**src/design/pmwc_pkg.sv**
```systemverilog
package pmwc_pkg;
  // Register map of the host-facing port
  localparam logic [7:0]  PMWC_ADDR_BYTE_TEST  = 8'h64;
  localparam logic [7:0]  PMWC_ADDR_HW_CONFIG  = 8'h74;
  localparam logic [7:0]  PMWC_ADDR_PM_CONTROL = 8'h84;
  // Field positions
  localparam int          PMWC_POS_STATE       = 12;
  localparam int          PMWC_POS_XCVR_RST    = 10;
  localparam int          PMWC_POS_RWAKE_EN    = 9;
  localparam int          PMWC_POS_ENERGY_EN   = 8;
  localparam int          PMWC_POS_BUF_TYPE    = 6;
  localparam int          PMWC_POS_CAUSE       = 4;
  localparam int          PMWC_POS_PULSE       = 3;
  localparam int          PMWC_POS_POLARITY    = 2;
  localparam int          PMWC_POS_PIN_EN      = 1;
  localparam int          PMWC_POS_READY       = 0;
  // Writable bits mask, reserved bits read zero
  localparam logic [31:0] PMWC_RW_MASK         = 32'h0000_374e;
  localparam logic [31:0] PMWC_RESET_VALUE     = 32'h0000_0000;
  // Power state codes
  localparam logic [1:0]  PMWC_STATE_NORMAL    = 2'h0;
  localparam logic [1:0]  PMWC_STATE_FRAME     = 2'h1;
  localparam logic [1:0]  PMWC_STATE_ENERGY    = 2'h2;
  // Wake cause codes
  localparam logic [1:0]  PMWC_CAUSE_ENERGY    = 2'h1;
  localparam logic [1:0]  PMWC_CAUSE_FRAME     = 2'h2;
  // Timing
  localparam int          PMWC_CLK_HZ          = 25_000_000;
  localparam int          PMWC_XCVR_RST_NS     = 100_000;
  localparam int          PMWC_XCVR_RST_CYC    =
    (PMWC_XCVR_RST_NS * 25 + 999) / 1000;
  localparam int          PMWC_PULSE_MS        = 50;
  localparam int          PMWC_PULSE_CYC       = PMWC_PULSE_MS * (PMWC_CLK_HZ / 1000);
  localparam int          PMWC_SETTLE_CYC      = 16;
endpackage : pmwc_pkg

```
**src/design/pmwc_if.sv**
```systemverilog
`timescale 1ns/1ps
interface pmwc_if;
  logic        cs;
  logic        wr;
  logic        rd;
  logic [7:0]  addr;
  logic [31:0] wdata;
  logic [31:0] rdata;
  logic        rvalid;
  logic        wake_pin_o;
  logic        wake_pin_oe;
  logic        wake_interrupt;
  logic        xcvr_reset;
  // Wire level: pull-up when nobody drives
  wire         wake_event_pin = wake_pin_oe ? wake_pin_o : 1'b1;
  modport device (
    input  cs, wr, rd, addr, wdata,
    output rdata, rvalid, wake_pin_o, wake_pin_oe, wake_interrupt, xcvr_reset
  );
  modport host (
    output cs, wr, rd, addr, wdata,
    input  rdata, rvalid, wake_event_pin, wake_interrupt, xcvr_reset
  );
endinterface : pmwc_if

```
**src/design/pmwc_device.sv**
```systemverilog
`timescale 1ns/1ps
// What this block does
// - Power-state field picks normal, frame, energy
// - Host never writes power-state code 11b
// - Byte-test write wakes from reduced power
// - Host writes only byte-test/control while unready
// - Transceiver reset held 100us, self-clears
// - Transceiver-reset writes ignored while set
// - Remote wake drives pin, always interrupt
// - Energy detect drives pin, always interrupt
// - Buffer-type clear: open-drain, active low
// - Push-pull polarity bit sets active level
// - Wake-cause field encodes event source
// - Cause cleared by one, only when ready
// - Cause clears only with sources cleared
// - Pulse style gives 50ms pulse, else static
// - Pin released on cause or enable clear
// - Pin enable does not affect interrupt
// - Ready set after settling; else access invalid
// - Control register readable in all states
// - First read required before writes act
// - Host reads only config/control while unready
module pmwc_device #(
  parameter int PULSE_CYC  = pmwc_pkg::PMWC_PULSE_CYC,
  parameter int SETTLE_CYC = pmwc_pkg::PMWC_SETTLE_CYC
) (
  input  wire logic clk_sys_in,
  input  wire logic rstn_in,
  input  wire logic ce_in,
  input  wire logic remote_wake_evt_in,
  input  wire logic energy_evt_in,
  output logic      [1:0] power_state_sel_out,
  pmwc_if.device    bus
);
  typedef enum logic [1:0] {
    PMWC_ST_SETTLE = 2'b00,
    PMWC_ST_READY  = 2'b01,
    PMWC_ST_LOW    = 2'b11
  } pmwc_state_type;

  pmwc_state_type state_q;
  logic [1:0]     mode_q;
  logic           xrst_q;
  logic [15:0]    xrst_cnt_q;
  logic [5:0]     ctl_q;
  logic [1:0]     cause_q;
  logic           armed_q;
  logic           pin_act_q;
  logic [23:0]    pulse_cnt_q;
  logic [15:0]    settle_q;
  logic           irq_q;
  logic [31:0]    rdata_q;
  logic           rvalid_q;

  wire ready      = (state_q == PMWC_ST_READY);
  wire wr_ctl     = bus.cs && bus.wr && bus.addr == pmwc_pkg::PMWC_ADDR_PM_CONTROL;
  wire wr_bt      = bus.cs && bus.wr && bus.addr == pmwc_pkg::PMWC_ADDR_BYTE_TEST;
  wire rd_any     = bus.cs && bus.rd;
  wire wr_ok      = wr_ctl && ready && armed_q;
  wire rwake_en   = ctl_q[3];
  wire energy_en  = ctl_q[2];
  wire buf_pp     = ctl_q[1];
  wire pulse_sty  = ctl_q[0];
  wire polarity   = ctl_q[5];
  wire pin_en     = ctl_q[4];
  wire ev_rwake   = rwake_en && remote_wake_evt_in;
  wire ev_energy  = energy_en && energy_evt_in;
  // clear when ready and sources quiet
  wire [1:0] clr  = (wr_ok && !remote_wake_evt_in && !energy_evt_in) ?
                    bus.wdata[pmwc_pkg::PMWC_POS_CAUSE +: 2] : 2'b00;
  // cause encoding, set wins over clear
  wire [1:0] set  = {ev_rwake, ev_energy};
  wire [1:0] cause_d = (cause_q & ~clr) | set;
  wire [31:0] ctl_rd = {18'h0, mode_q, 1'b0, xrst_q, rwake_en, energy_en, 1'b0,
                        buf_pp, cause_q, pulse_sty, polarity, pin_en, ready};
  wire [31:0] mwd    = bus.wdata & pmwc_pkg::PMWC_RW_MASK;

  wire [1:0]  mode_wr     = mwd[pmwc_pkg::PMWC_POS_STATE +: 2];
  wire        sleep_req   = wr_ok && mode_wr != pmwc_pkg::PMWC_STATE_NORMAL;
  wire        any_ev      = ev_rwake || ev_energy;
  wire        wake_req    = wr_bt || any_ev;
  wire        settle_done = settle_q >= 16'(SETTLE_CYC - 1);
  wire [5:0]  ctl_wd      = {mwd[pmwc_pkg::PMWC_POS_POLARITY], mwd[pmwc_pkg::PMWC_POS_PIN_EN],
                             mwd[pmwc_pkg::PMWC_POS_RWAKE_EN], mwd[pmwc_pkg::PMWC_POS_ENERGY_EN],
                             mwd[pmwc_pkg::PMWC_POS_BUF_TYPE], mwd[pmwc_pkg::PMWC_POS_PULSE]};
  wire        xrst_wr     = wr_ok && mwd[pmwc_pkg::PMWC_POS_XCVR_RST];
  wire        xrst_done   = xrst_cnt_q >= 16'(pmwc_pkg::PMWC_XCVR_RST_CYC - 1);
  wire        pulse_done  = pulse_cnt_q >= 24'(PULSE_CYC - 1);
  wire        live        = (cause_d[1] && rwake_en) || (cause_d[0] && energy_en);
  wire [31:0] rd_sel      = (rd_any && bus.addr == pmwc_pkg::PMWC_ADDR_PM_CONTROL) ?
                            ctl_rd : 32'h0;

  always_ff @(posedge clk_sys_in) begin
    if (!rstn_in) begin
      state_q <= PMWC_ST_SETTLE;
      settle_q <= '0;
      mode_q <= pmwc_pkg::PMWC_STATE_NORMAL;
      armed_q <= 1'b0;
    end else if (ce_in) begin
      case (state_q)
        PMWC_ST_SETTLE: begin
          settle_q <= settle_q + 16'h1;
          if (settle_done) begin
            state_q <= PMWC_ST_READY;
            armed_q <= 1'b0;
          end
        end
        PMWC_ST_READY: begin
          settle_q <= '0;
          if (rd_any) begin
            armed_q <= 1'b1;
          end
          if (sleep_req) begin
            mode_q <= mode_wr;
            state_q <= PMWC_ST_LOW;
          end
        end
        PMWC_ST_LOW: begin
          // wake by byte-test write or event
          if (wake_req) begin
            mode_q <= pmwc_pkg::PMWC_STATE_NORMAL;
            state_q <= PMWC_ST_SETTLE;
          end
        end
        default: state_q <= PMWC_ST_SETTLE;
      endcase
    end
  end

  always_ff @(posedge clk_sys_in) begin
    if (!rstn_in) begin
      ctl_q <= '0;
      cause_q <= '0;
    end else if (ce_in) begin
      cause_q <= cause_d;
      if (wr_ok) begin
        ctl_q <= ctl_wd;
      end
    end
  end

  always_ff @(posedge clk_sys_in) begin
    if (!rstn_in) begin
      xrst_q <= 1'b0;
      xrst_cnt_q <= '0;
    end else if (ce_in) begin
      if (xrst_q) begin
        xrst_cnt_q <= xrst_cnt_q + 16'h1;
        if (xrst_done) begin
          xrst_q <= 1'b0;
        end
      end else if (xrst_wr) begin
        xrst_q <= 1'b1;
        xrst_cnt_q <= '0;
      end
    end
  end

  always_ff @(posedge clk_sys_in) begin
    if (!rstn_in) begin
      pin_act_q <= 1'b0;
      pulse_cnt_q <= '0;
      irq_q <= 1'b0;
    end else if (ce_in) begin
      irq_q <= |cause_d;
      if (!live) begin
        pin_act_q <= 1'b0;
      end else if (any_ev) begin
        pin_act_q <= 1'b1;
        pulse_cnt_q <= '0;
      end else if (pin_act_q && pulse_sty) begin
        pulse_cnt_q <= pulse_cnt_q + 24'h1;
        if (pulse_done) begin
          pin_act_q <= 1'b0;
        end
      end
    end
  end

  always_ff @(posedge clk_sys_in) begin
    if (!rstn_in) begin
      rdata_q <= '0;
      rvalid_q <= 1'b0;
    end else if (ce_in) begin
      rvalid_q <= rd_any;
      rdata_q <= rd_sel;
    end
  end

  wire pin_on = pin_act_q && pin_en;
  assign bus.wake_pin_o     = buf_pp ? (pin_on ~^ polarity) : 1'b0;
  assign bus.wake_pin_oe    = buf_pp ? 1'b1 : pin_on;
  assign bus.wake_interrupt = irq_q;
  assign bus.xcvr_reset     = xrst_q;
  assign bus.rdata          = rdata_q;
  assign bus.rvalid         = rvalid_q;
  assign power_state_sel_out = mode_q;
endmodule : pmwc_device

```
**src/flat_wrapper.sv**
```systemverilog
// flat-port wrapper written by rule: the top's interface ports become plain ports
module pmwc_device_flat 
#(
  parameter int PULSE_CYC  = pmwc_pkg::PMWC_PULSE_CYC,
  parameter int SETTLE_CYC = pmwc_pkg::PMWC_SETTLE_CYC
)
  (clk_sys_in, rstn_in, ce_in, remote_wake_evt_in, energy_evt_in, power_state_sel_out, bus_cs, bus_wr, bus_rd, bus_addr, bus_wdata, bus_rdata, bus_rvalid, bus_wake_pin_o, bus_wake_pin_oe, bus_wake_interrupt, bus_xcvr_reset);
  pmwc_if bus_i ();
  input  wire logic clk_sys_in;
  input  wire logic rstn_in;
  input  wire logic ce_in;
  input  wire logic remote_wake_evt_in;
  input  wire logic energy_evt_in;
  output logic      [1:0] power_state_sel_out;
  input wire logic [$bits(bus_i.cs)-1:0] bus_cs;
  input wire logic [$bits(bus_i.wr)-1:0] bus_wr;
  input wire logic [$bits(bus_i.rd)-1:0] bus_rd;
  input wire logic [$bits(bus_i.addr)-1:0] bus_addr;
  input wire logic [$bits(bus_i.wdata)-1:0] bus_wdata;
  output wire logic [$bits(bus_i.rdata)-1:0] bus_rdata;
  output wire logic [$bits(bus_i.rvalid)-1:0] bus_rvalid;
  output wire logic [$bits(bus_i.wake_pin_o)-1:0] bus_wake_pin_o;
  output wire logic [$bits(bus_i.wake_pin_oe)-1:0] bus_wake_pin_oe;
  output wire logic [$bits(bus_i.wake_interrupt)-1:0] bus_wake_interrupt;
  output wire logic [$bits(bus_i.xcvr_reset)-1:0] bus_xcvr_reset;
  assign bus_i.cs = bus_cs;
  assign bus_i.wr = bus_wr;
  assign bus_i.rd = bus_rd;
  assign bus_i.addr = bus_addr;
  assign bus_i.wdata = bus_wdata;
  assign bus_rdata = bus_i.rdata;
  assign bus_rvalid = bus_i.rvalid;
  assign bus_wake_pin_o = bus_i.wake_pin_o;
  assign bus_wake_pin_oe = bus_i.wake_pin_oe;
  assign bus_wake_interrupt = bus_i.wake_interrupt;
  assign bus_xcvr_reset = bus_i.xcvr_reset;
  pmwc_device #(.PULSE_CYC(PULSE_CYC), .SETTLE_CYC(SETTLE_CYC)) u_core (.clk_sys_in(clk_sys_in), .rstn_in(rstn_in), .ce_in(ce_in), .remote_wake_evt_in(remote_wake_evt_in), .energy_evt_in(energy_evt_in), .power_state_sel_out(power_state_sel_out), .bus(bus_i));
endmodule
```
**config.mk**
```make
export PLATFORM = sky130hd
export DESIGN_NAME = pmwc_device_flat
export DESIGN_NICKNAME = d
export VERILOG_FILES = /design/src/design/pmwc_pkg.sv /design/src/design/pmwc_if.sv /design/src/design/pmwc_device.sv /design/src/flat_wrapper.sv
export SDC_FILE = /design/constraint.sdc
export NUM_CORES = 1
export LEC_CHECK = 0
export BUFFER_PORTS_ARGS = -buffer_cell sky130_fd_sc_hd__buf_2
export CAP_MARGIN = 25
export CORE_MARGIN = 2
export CORE_UTILIZATION = 50
export CTS_CLUSTER_DIAMETER = 40
export CTS_CLUSTER_SIZE = 28
export DETAILED_ROUTE_END_ITERATION = 10
export PLACE_DENSITY = 0.76
export SLEW_MARGIN = 20
export SYNTH_ARGS = -nofsm -noshare
export SYNTH_HDL_FRONTEND = slang
export SYNTH_SLANG_ARGS = --single-unit
```
**constraint.sdc**
```tcl
create_clock -name clk_sys_in -period 1.9 [get_ports clk_sys_in]
set_clock_uncertainty 0.15 [all_clocks]
set_input_delay 0.19 -clock clk_sys_in [delete_from_list [all_inputs] [get_ports clk_sys_in]]
set_output_delay 0.19 -clock clk_sys_in [all_outputs]
set_load 0.05 [all_outputs]
```
==> metrics.md, run 1 <==
| Metric | Value |
|---|---|
| Outcome | complete, but fails checks |
| Violated checks | negative setup slack |
| Main flop type after synthesis | dfxtp_1 |
| Syn. warnings | 0 |
| Worst slack at placement | -0.08334 ns |
| Vias/cell | 5.739 |
| ANT cells | 0 |
| Pwr/cell area | 636.2 nW/um^2 |
| Gpl congestion | 0.8157 |
| Final Setup Violations | 2 |
| Final core utilization | 64.08% |
| VDD IR-drop max | 418.4 uV |
| Number of synthesized flops with an enable pin | 0 |
| Clk buf depth | 2 |
| Clock Sinks | 85 |
| Clock share of power | 42.2% |
| Worst setup SP type | register |
| First-pass GRT wire length | 18.45 mm |
| Layout area overhead | 23.53% |
| Critical path type | register to register |
| DIE WIDTH | 99.35 um |
| Share of layout cells above drive strength 1 | 24.42% |
| Initial Util | 51.87% |
| Post-synthesis sequential area ratio | 37.43% |
| RSZ-0062 raised after global routing | true |
| DRT iter0 DRCs | 139 |
| Maxcap violations | 0 |
| Critical path data required time | 1.99 ns |
| Hold crit path type | input pin to register |
| Synth cell types | 65 |
| Clock transition at path regs | 0.08 ns |
| Largest net degree at the start of global routing | 37 |
| Num CTS Buffers | 9 |
| GRT overflow | 0 |
| Critical path endpoint category | register |
| Mean Syn Cell Area | 8.402 um^2 |
| Critical Path Fanout Max | 11 |
| Layout fillers | 718 |
| Initial DRT Pass Iterations | 5 |
| Min Tclk post-route | 1.901 ns |
| Flop pwr share | 50.1% |
| Htree depth | 3 |
| Synth Register Bits | 85 |
| Vias | 4310 |
| Combinational Power Share | 7.7% |
| Drc violations | 0 |
| Mapped Cells | 541 |
| PnR worst setup slack | -0.0008178 ns |
| Switching power total | 841.4 uW |
| DR WL/cell | 14.97 um |
| Static leakage | 2.098 nW |
| Initial antenna violation count | 0 |
| Area taken by multi-input logic gates | 2728 um^2 |
| Final ANT Viol Nets | 0 |
| Die area | 9869 um^2 |
| Synth Cell Area | 4546 um^2 |
| Core Rows | 34 |
| HPWL after DPL | 7.988 mm |
| Fin crit share | 100.0% |
| Asr flop ratio synth | 0% |
| Endpoints failing hold | 0 |
| FMAX | 0.5261 GHz |
| IO buf count | 45 |
| Reg area | 1710 um^2 |
| Clk Latency, worst-skew pair | 0.36 ns |
| Slew Viols, Final | 0 |
| Layout Nets | 690 |
| CTS tree | built |
| Global Route Usage Sum | 22.66% |
| Sw frac | 23.55% |
| CP arrival | 1.99 ns |
| Io pins | 87 |
| Die Span Y | 99.35 um |
| Core area | 8763 um^2 |
| Vias in the first global route | 4099 |
| DRT Wirelength | 11.24 mm |
| P_int | 2.731 mW |
| CTS Root Cell | clkbuf_8 |
[cells in the mapped netlist (4+ instances only)]
cell type / n / area share (%)
dfxtp_1: 85 / 37
nand2_1: 64 / 5.3
a21oi_1: 47 / 5.2
nor2_1: 42 / 3.5
nand3_1: 31 / 3.4
nand2b_1: 30 / 4.1
buf_4: 24 / 4.0
mux2i_1: 22 / 4.8
nand4_1: 16 / 2.2
o21ai_0: 13 / 1.4
xnor2_1: 12 / 2.3
and3_1: 11 / 1.5
clkbuf_1: 11 / 0.91
xor2_1: 11 / 2.1
nor3_1: 9 / 0.99
o21ai_1: 9 / 0.99
a2111o_1: 8 / 2.0
nor4_1: 7 / 0.96
buf_2: 6 / 0.66
or3_1: 6 / 0.83
a21boi_1: 5 / 0.83
o31ai_1: 5 / 0.83
and4_1: 4 / 0.77
inv_1: 4 / 0.33
nor2b_1: 4 / 0.55
[timing repair]
item                                    4_1_cts  5_1_grt
gates resized for setup                      11       19
gates cloned                                  0        0
endpoints found under the hold margin         9        0
hold buffers                                 10        0
buffers inserted                              0        3
pin swaps                                     9       10
endpoints found under the setup margin       17       45
[final cells by class]
type	instances	share of cell area, %
clock buffer	11	2.340
sequential	85	30.46
multi-input combinational	427	48.57
clock inverter	4	1.738
timing repair buffer	111	14.15
tap	108	2.406
inverter	5	0.3342
[worst max-delay path, cell delays in order (launching register included)]
cell and delay [ns]:
dfxtp_2 0.35, nor4b_4 0.33, nand4_4 0.22, o2111ai_1 0.24
buf_4 0.21, buf_4 0.13, a21o_1 0.10, a21oi_1 0.05
[layer usage]
| layer | GRT usage, % | vias up | wire (um) |
|---|---|---|---|
| li1 | - | 2105 | - |
| met4 | 7.482 | 0 | 189 |
| met5 | 0 | - | 0 |
| met2 | 39.09 | 118 | 5633 |
| met1 | 27.87 | 2070 | 4841 |
| met3 | 5.341 | 17 | 575 |
[placed cells by master, fill, tap and decap left out, drive strengths merged, types with 5 or more instances in the layout]
cell type,Yosys,final
clkbuf,11,11
nor3,10,10
or3,6,6
a21boi,6,6
dlygate4sd3,0,10
nand2b,30,30
o21ai,22,22
mux2i,22,22
xor2,11,11
buf,32,101
nand4,17,17
a2111o,8,8
nand3,31,31
inv,5,5
nand2,64,64
and3,11,11
dfxtp,85,85
xnor2,12,12
conb,1,20
a21oi,48,48
nor2,42,42
o31ai,5,5
nor4,8,8
[power groups by stage]
stage / registers, mW / clock network [mW] / logic, mW
2_1_floorplan: 1.84 / 0 / 0.202
3_3_place_gp: 1.83 / 0 / 0.251
3_5_place_dp: 1.83 / 0 / 0.256
4_1_cts: 1.79 / 1.53 / 0.272
5_1_grt: 1.79 / 1.60 / 0.293
6_report: 1.79 / 1.51 / 0.275
[sequential cells by signal (all words and copies together), names as in the netlist]
signal and flops:
u_core.armed_q 1, u_core.bus.rdata 12, u_core.bus.rvalid 1, u_core.bus.wake_interrupt 1, u_core.bus.xcvr_reset 1, u_core.cause_q 2
u_core.ctl_q 6, u_core.pin_act_q 1, u_core.power_state_sel_out 2, u_core.pulse_cnt_q 24, u_core.settle_q 16, u_core.state_q 2
u_core.xrst_cnt_q 16
[stage by stage]
stage | std cells | total power, mW | setup TNS (ns) | hold WS, ns | instance area, um^2
finish | 751 | 3.573 | -0.001477 | 0.04974 | 5615
floorplan | 560 | 2.040 | 0 | 0.1799 | 4618
global route | 751 | 3.685 | -1.851 | 0.06962 | 5615
global placement | 723 | 2.084 | -0.1164 | 0.2759 | 5151
CTS | 748 | 3.597 | 0 | 0.04250 | 5513
detailed placement | 723 | 2.089 | -0.8240 | 0.2799 | 5151
[worst paths after layout]
| check | start | to | slack, ns | cells after the start |
|---|---|---|---|---|
| setup / recovery | u_core.state_q[1] | u_core.pulse_cnt_q[6] | -0.0008 | 7 |
| hold / removal | ce_in | u_core.bus.rvalid | 0.05 | 3 |
| hold reg to reg | u_core.bus.rdata[8] | u_core.bus.rdata[8] | 0.32 | 2 |
| setup reg to reg | u_core.state_q[1] | u_core.pulse_cnt_q[6] | -0.0008 | 7 |
[kinds of logic after synthesis]
kind of cell    after synthesis  share of synthesized area [%]
compound gates              115                          17.40
xor+xnor                     23                          4.432
fa+ha+maj                     3                         0.8259
buf+inv                      48                          6.276
flops                        85                          37.43
mux                          22                          4.844
other cells                   1                        0.08250
simple gates                244                          28.71
(Power assumes the default switching activity.)
==> inputs of run 2 (changes only) <==
Settings changed: REMOVE_ABC_BUFFERS from default to 1.
==> run 2 against run 1 <==
Combinational power up 3%. Fmax fell by 2.7%. Clock-buffer cell count down 2. Critical path type unchanged. The flow still finishes with violations (negative setup slack). Largest cell class unchanged. Wire length is 6.1% higher. Sequential power about the same. Global-route usage is 0.73 points higher. Final cell count rose by 1.9%. Largest power group unchanged. Critical path depth unchanged. Cell area up 3.2%. Register-to-register slack worse by 0.05 ns. Hold slack better by 0.060 ns.
==> metrics.md, run 2 (synthesis results as in run 1) <==
| Metric | Value |
|---|---|
| Outcome | complete, but fails checks |
| Violated checks | negative setup slack |
| Reg area | 1723 um^2 (+0.73%) |
| Vias in the first global route | 4137 (+0.93%) |
| Critical path type | register to register |
| Gpl congestion | 0.8309 (+1.9%) |
| FMAX | 0.5117 GHz (-2.7%) |
| Die Span Y | 99.35 um (unchanged) |
| Die area | 9869 um^2 (unchanged) |
| Clock transition at path regs | 0.10 ns (+0.02 ns) |
| Core Rows | 34 (unchanged) |
| Vias/cell | 5.727 (-0.21%) |
| Vias | 4381 (+1.6%) |
| Slew Viols, Final | 0 (unchanged) |
| Critical path data required time | 2.05 ns (+0.06 ns) |
| Pwr/cell area | 569.7 nW/um^2 (-10%) |
| CP arrival | 2.10 ns (+0.11 ns) |
| Crit path top cell by count | and3_4 |
| DRT iter0 DRCs | 222 (+60%) |
| Area taken by multi-input logic gates | 2823 um^2 (+3.5%) |
| CTS tree | built |
| DR WL/cell | 15.59 um (+4.2%) |
| DRT Wirelength | 11.93 mm (+6.1%) |
| Top flop regs | u_core.pulse_cnt_q (24), u_core.settle_q (16), u_core.xrst_cnt_q (16) |
| Layout area overhead | 27.53% |
| Initial antenna violation count | 0 (unchanged) |
| Largest register by flop count | u_core.pulse_cnt_q |
| Layout fillers | 706 (-1.7%) |
| FF-to-FF path depth | 7 (unchanged) |
| Cells after DPL | 727 (+0.55%) |
| Min Tclk post-route | 1.954 ns (+0.05345 ns) |
| RSZ-0062 raised after global routing | true |
| WP buf/inv | 1 (-1) |
| Crit-path cells | ha_4 > and3_4 > and3_4 > o2111ai_4 > buf_6 > a2111o_1 > o21ai_1 |
| Drc violations | 0 (unchanged) |
| Final Setup Violations | 9 (+7) |
| Endpoints failing hold | 0 (unchanged) |
| DIE WIDTH | 99.35 um (unchanged) |
| CP peak stage delay | 0.39 ns (+0.04 ns) |
| First-pass GRT wire length | 18.93 mm (+2.6%) |
| Htree depth | 3 (unchanged) |
| Largest net degree at the start of global routing | 37 (unchanged) |
| WP depth | 7 (unchanged) |
| Post-layout instance count excluding filler cells | 765 (+1.9%) |
| Fin crit share | 102.9% (+2.8 points) |
| CTS Root Cell | clkbuf_8 |
| Clk Latency, worst-skew pair | 0.37 ns (about the same) |
| Io pins | 87 (unchanged) |
| Share of layout cells above drive strength 1 | 28.61% (+4.2 points) |
| Final ANT Viol Nets | 0 (unchanged) |
| Worst slack at placement | -0.09968 ns (-0.01634 ns) |
| Num CTS Buffers | 9 (unchanged) |
| Critical Path Fanout Max | 6 (-5) |
| Clk buf depth | 2 (unchanged) |
| Hold Path Depth | 5 (+2) |
| Initial Util | 51.87% (unchanged) |
| Critical-path cell with the highest stage delay | a2111o_1 |
| IO buf count | 45 (unchanged) |
| Overall power | 3.302 mW (-7.6%) |
| Most frequent cells in the layout | 72 x dfxtp_1, 64 x nand2_1, 52 x buf_4 |
| Number of flip-flops in the largest register | 24 (unchanged) |
| Layout Nets | 703 (+1.9%) |
| ANT cells | 0 (unchanged) |
| Static leakage | 2.174 nW (+3.6%) |
| Core area | 8763 um^2 (unchanged) |
| HPWL after DPL | 7.862 mm (-1.6%) |
| PnR worst setup slack | -0.05427 ns (-0.05345 ns) |
| Global Route Usage Sum | 23.39% (+0.73 points) |
| Critical path endpoint category | register |
| GRT overflow | 0 (unchanged) |
| Most common cell after layout, fill and taps aside | dfxtp_1 |
| VDD IR-drop max | 456.9 uV (+9.2%) |
| Worst setup SP type | register |
| Clock Sinks | 85 (unchanged) |
| Maxcap violations | 0 (unchanged) |
| Hold crit path type | input pin to register |
| CP top delay family | compound AO/OA/AOI/OAI gates |
| Initial DRT Pass Iterations | 6 (+1) |
| Setup TNS | -0.1658 ns (-0.1643 ns) |
-- run 2: layout make-up --
cell class	count	share of cell area [%]
clock inverters	7	0.9929
well taps	108	2.331
multi-input cells	427	48.69
inverters	5	0.3238
clock buffers	9	2.137
repair buffers	124	15.80
flip-flops and latches	85	29.72
-- run 2: metal layers --
layer	vias up	GRT usage (%)	wire (um)
met5	-	0	0
met4	0	7.165	125
met1	2131	28.88	5003
met3	12	4.146	495
met2	112	41.48	6305
li1	2126	-	-
-- run 2: worst paths after layout --
check                        start                      to  slack (ns)
min                        rstn_in        u_core.pin_act_q        0.11
min reg2reg    u_core.bus.rdata[0]     u_core.bus.rdata[0]        0.33
max reg2reg  u_core.pulse_cnt_q[0]  u_core.pulse_cnt_q[22]       -0.05
max          u_core.pulse_cnt_q[0]  u_core.pulse_cnt_q[22]       -0.05
-- run 2: worst reg2reg max path, stage by stage (launching register included) --
cell and delay [ns]:
dfxtp_4 0.38, ha_4 0.16, and3_4 0.20, and3_4 0.21, o2111ai_4 0.13, buf_6 0.18, a2111o_1 0.39, o21ai_1 0.08
-- run 2: repair_timing --
action                                  in CTS  in global routing
hold buffers                                10                  0
hold endpoints to repair                     9                  0
gates cloned                                 1                  1
endpoints found under the setup margin      10                 43
gates resized for setup                     14                 61
buffers inserted                             1                  9
pin swaps                                    2                 26
-- run 2: metrics by stage --
step | util, % | hold slack [ns] | area [um^2]
CTS | 62.61 | 0.08939 | 5487
global placement | 58.82 | 0.2730 | 5155
detailed placement | 58.82 | 0.2848 | 5155
finish | 66.15 | 0.1101 | 5797
floorplan | - | 0.1294 | 4350
global route | 66.15 | 0.1441 | 5797
-- run 2: where the power goes --
part | switching, mW | total, mW | internal (mW)
logic | 0.204 | 0.283 | 0.0790
clock network | 0.736 | 1.23 | 0.496
registers | 0.00477 | 1.79 | 1.78
==> inputs of run 3 (changes only) <==
Settings changed: SKIP_CTS_REPAIR_TIMING from default to 1.
Clock period 1.9 ns to 1.6 ns, I/O delays scaled along.
==> run 3 against run 2 <==
The flow still finishes with violations (negative setup slack). Global-route usage up 0.97 points. Clock-buffer cell count rose by 2. Register-to-register slack got worse by 0.34 ns. Critical path depth decreased by 1. Clock power rose by 41%. Flip-flop and latch count unchanged. Largest power group unchanged.
==> metrics.md, run 3 (synthesis results as in run 1) <==
| Metric | Value |
|---|---|
| Outcome | complete, but fails checks |
| Violated checks | negative setup slack |
| Die area | 9869 um^2 (unchanged) |
| DRT iter0 DRCs | 360 (+62%) |
| First-pass GRT wire length | 19.87 mm (+5.0%) |
| Vias in the first global route | 4554 (+10%) |
| HPWL after DPL | 8.623 mm (+9.7%) |
| CTS Root Cell | clkbuf_8 |
| Critical path endpoint category | register |
| Clk buf depth | 2 (unchanged) |
| Static leakage | 2.625 nW (+21%) |
| Final ANT Viol Nets | 0 (unchanged) |
| Most frequent cells in the layout | 105 x buf_4, 61 x dfxtp_1, 59 x nand2_1 |
| Layout fillers | 535 (-24%) |
| CTS tree | built |
| Maxcap violations | 0 (unchanged) |
| Global Route Usage Sum | 24.36% (+0.97 points) |
| ANT cells | 0 (unchanged) |
| Critical Path Fanout Max | 8 (+2) |
| Io pins | 87 (unchanged) |
| Hold crit path type | input pin to register |
| DR WL/cell | 18.74 um (+20%) |
| Min Tclk post-route | 1.998 ns (+0.04417 ns) |
| Number of flip-flops in the largest register | 24 (unchanged) |
| CP arrival | 2.08 ns (-0.02 ns) |
| RSZ-0062 raised after global routing | true |
| Reg2reg start | u_core.armed_q |
| Clock transition at path regs | 0.10 ns (about the same) |
| Core area | 8763 um^2 (unchanged) |
| FF-to-FF path depth | 6 (-1) |
| Worst Setup SP | u_core.armed_q |
| Critical path type | register to register |
| Top flop regs | u_core.pulse_cnt_q (24), u_core.settle_q (16), u_core.xrst_cnt_q (16) |
| Die Span Y | 99.35 um (unchanged) |
| Worst r2r dst | u_core.ctl_q[4] |
| Final Setup Violations | 66 (+57) |
| DRT Wirelength | 15.63 mm (+31%) |
| Worst setup SP type | register |
| Clock Sinks | 85 (unchanged) |
| CP endpoint | u_core.ctl_q[4] |
| Layout Nets | 772 (+9.8%) |
| Slew Viols, Final | 0 (unchanged) |
| Worst slack at placement | -0.3734 ns (-0.2737 ns) |
| FMAX | 0.5004 GHz (-2.2%) |
| Largest register by flop count | u_core.pulse_cnt_q |
| Pwr/cell area | 636.2 nW/um^2 (+12%) |
| Most common cell after layout, fill and taps aside | buf_4 |
| Initial antenna violation count | 1 (+1) |
| Hold Crit Start | bus_cs |
| Htree depth | 3 (unchanged) |
| Core Rows | 34 (unchanged) |
| PnR worst setup slack | -0.3984 ns (-0.3442 ns) |
| Share of layout cells above drive strength 1 | 42.84% (+14 points) |
| Layout area overhead | 48.22% |
| R2R Setup Slk | -0.40 ns (-0.34 ns) |
| Fin crit share | 124.9% (+22 points) |
| Vias | 4969 (+13%) |
| Vias/cell | 5.958 (+4.0%) |
| Largest net degree at the start of global routing | 37 (unchanged) |
| Drc violations | 0 (unchanged) |
| GRT overflow | 0 (unchanged) |
| Gpl congestion | 0.8514 (+2.5%) |
| Initial DRT Pass Iterations | 5 (-1) |
| IO buf count | 45 (unchanged) |
| Initial Util | 51.87% (unchanged) |
| Endpoints failing hold | 0 (unchanged) |
| Clk Latency, worst-skew pair | 0.36 ns (about the same) |
| Overall power | 4.286 mW (+30%) |
| VDD IR-drop max | 436.5 uV (-4.5%) |
| Num CTS Buffers | 9 (unchanged) |
| DIE WIDTH | 99.35 um (unchanged) |
| Setup TNS | -14.18 ns (-14.01 ns) |
| Critical path data required time | 1.69 ns (-0.36 ns) |
[run 3: worst min path at each step]
stage                                      to  slack (ns)  cells after the start
detailed placement            u_core.ctl_q[0]        0.26                      3
global route                u_core.bus.rvalid      -0.008                      3
CTS                           u_core.ctl_q[2]       -0.10                      3
global placement              u_core.ctl_q[5]        0.25                      3
floorplan           u_core.bus.wake_interrupt         0.1                      1
finish                      u_core.bus.rvalid       0.009                      3
[run 3: final cells by class]
class	count	area [um^2]	area share [%]
clock buffers	11	141.4	2.098
clock inverters	5	83.83	1.244
inverters	5	18.77	0.2786
multi-input cells	427	3083	45.76
flip-flops and latches	85	1737	25.78
well taps	108	135.1	2.006
repair buffers	193	1539	22.84
[run 3: report_power, final]
part / total (mW) / switching (mW) / internal (mW)
clock network: 1.74 / 0.812 / 0.926
registers: 2.12 / 0.00675 / 2.12
logic: 0.423 / 0.280 / 0.143
total: 4.29 / 1.10 / 3.19
[run 3: stage by stage]
| step | hold WS [ns] | std cells | utilization [%] | instance area (um^2) |
|---|---|---|---|---|
| 2_1_floorplan | 0.09936 | 517 | - | 4350 |
| 3_3_place_gp | 0.2460 | 785 | 64.08 | 5615 |
| 3_5_place_dp | 0.2631 | 785 | 64.08 | 5615 |
| 4_1_cts | -0.1042 | 801 | 66.65 | 5841 |
| 5_1_grt | -0.008332 | 834 | 76.88 | 6738 |
| 6_report | 0.009046 | 834 | 76.88 | 6738 |
[run 3: routing by layer]
layer	GRT usage [%]	share of wire [%]
met2	45.22	52
met1	27.31	38
met3	5.481	6.3
met5	0	0
met4	8.325	3.8
[run 3: critical path, cell delays in order, from the launching register on]
cell and delay [ns]:
dfxtp_2 0.34, and4bb_2 0.31, nand4_1 0.15, or3b_1 0.41
buf_6 0.17, mux2i_1 0.24, nor2_1 0.09
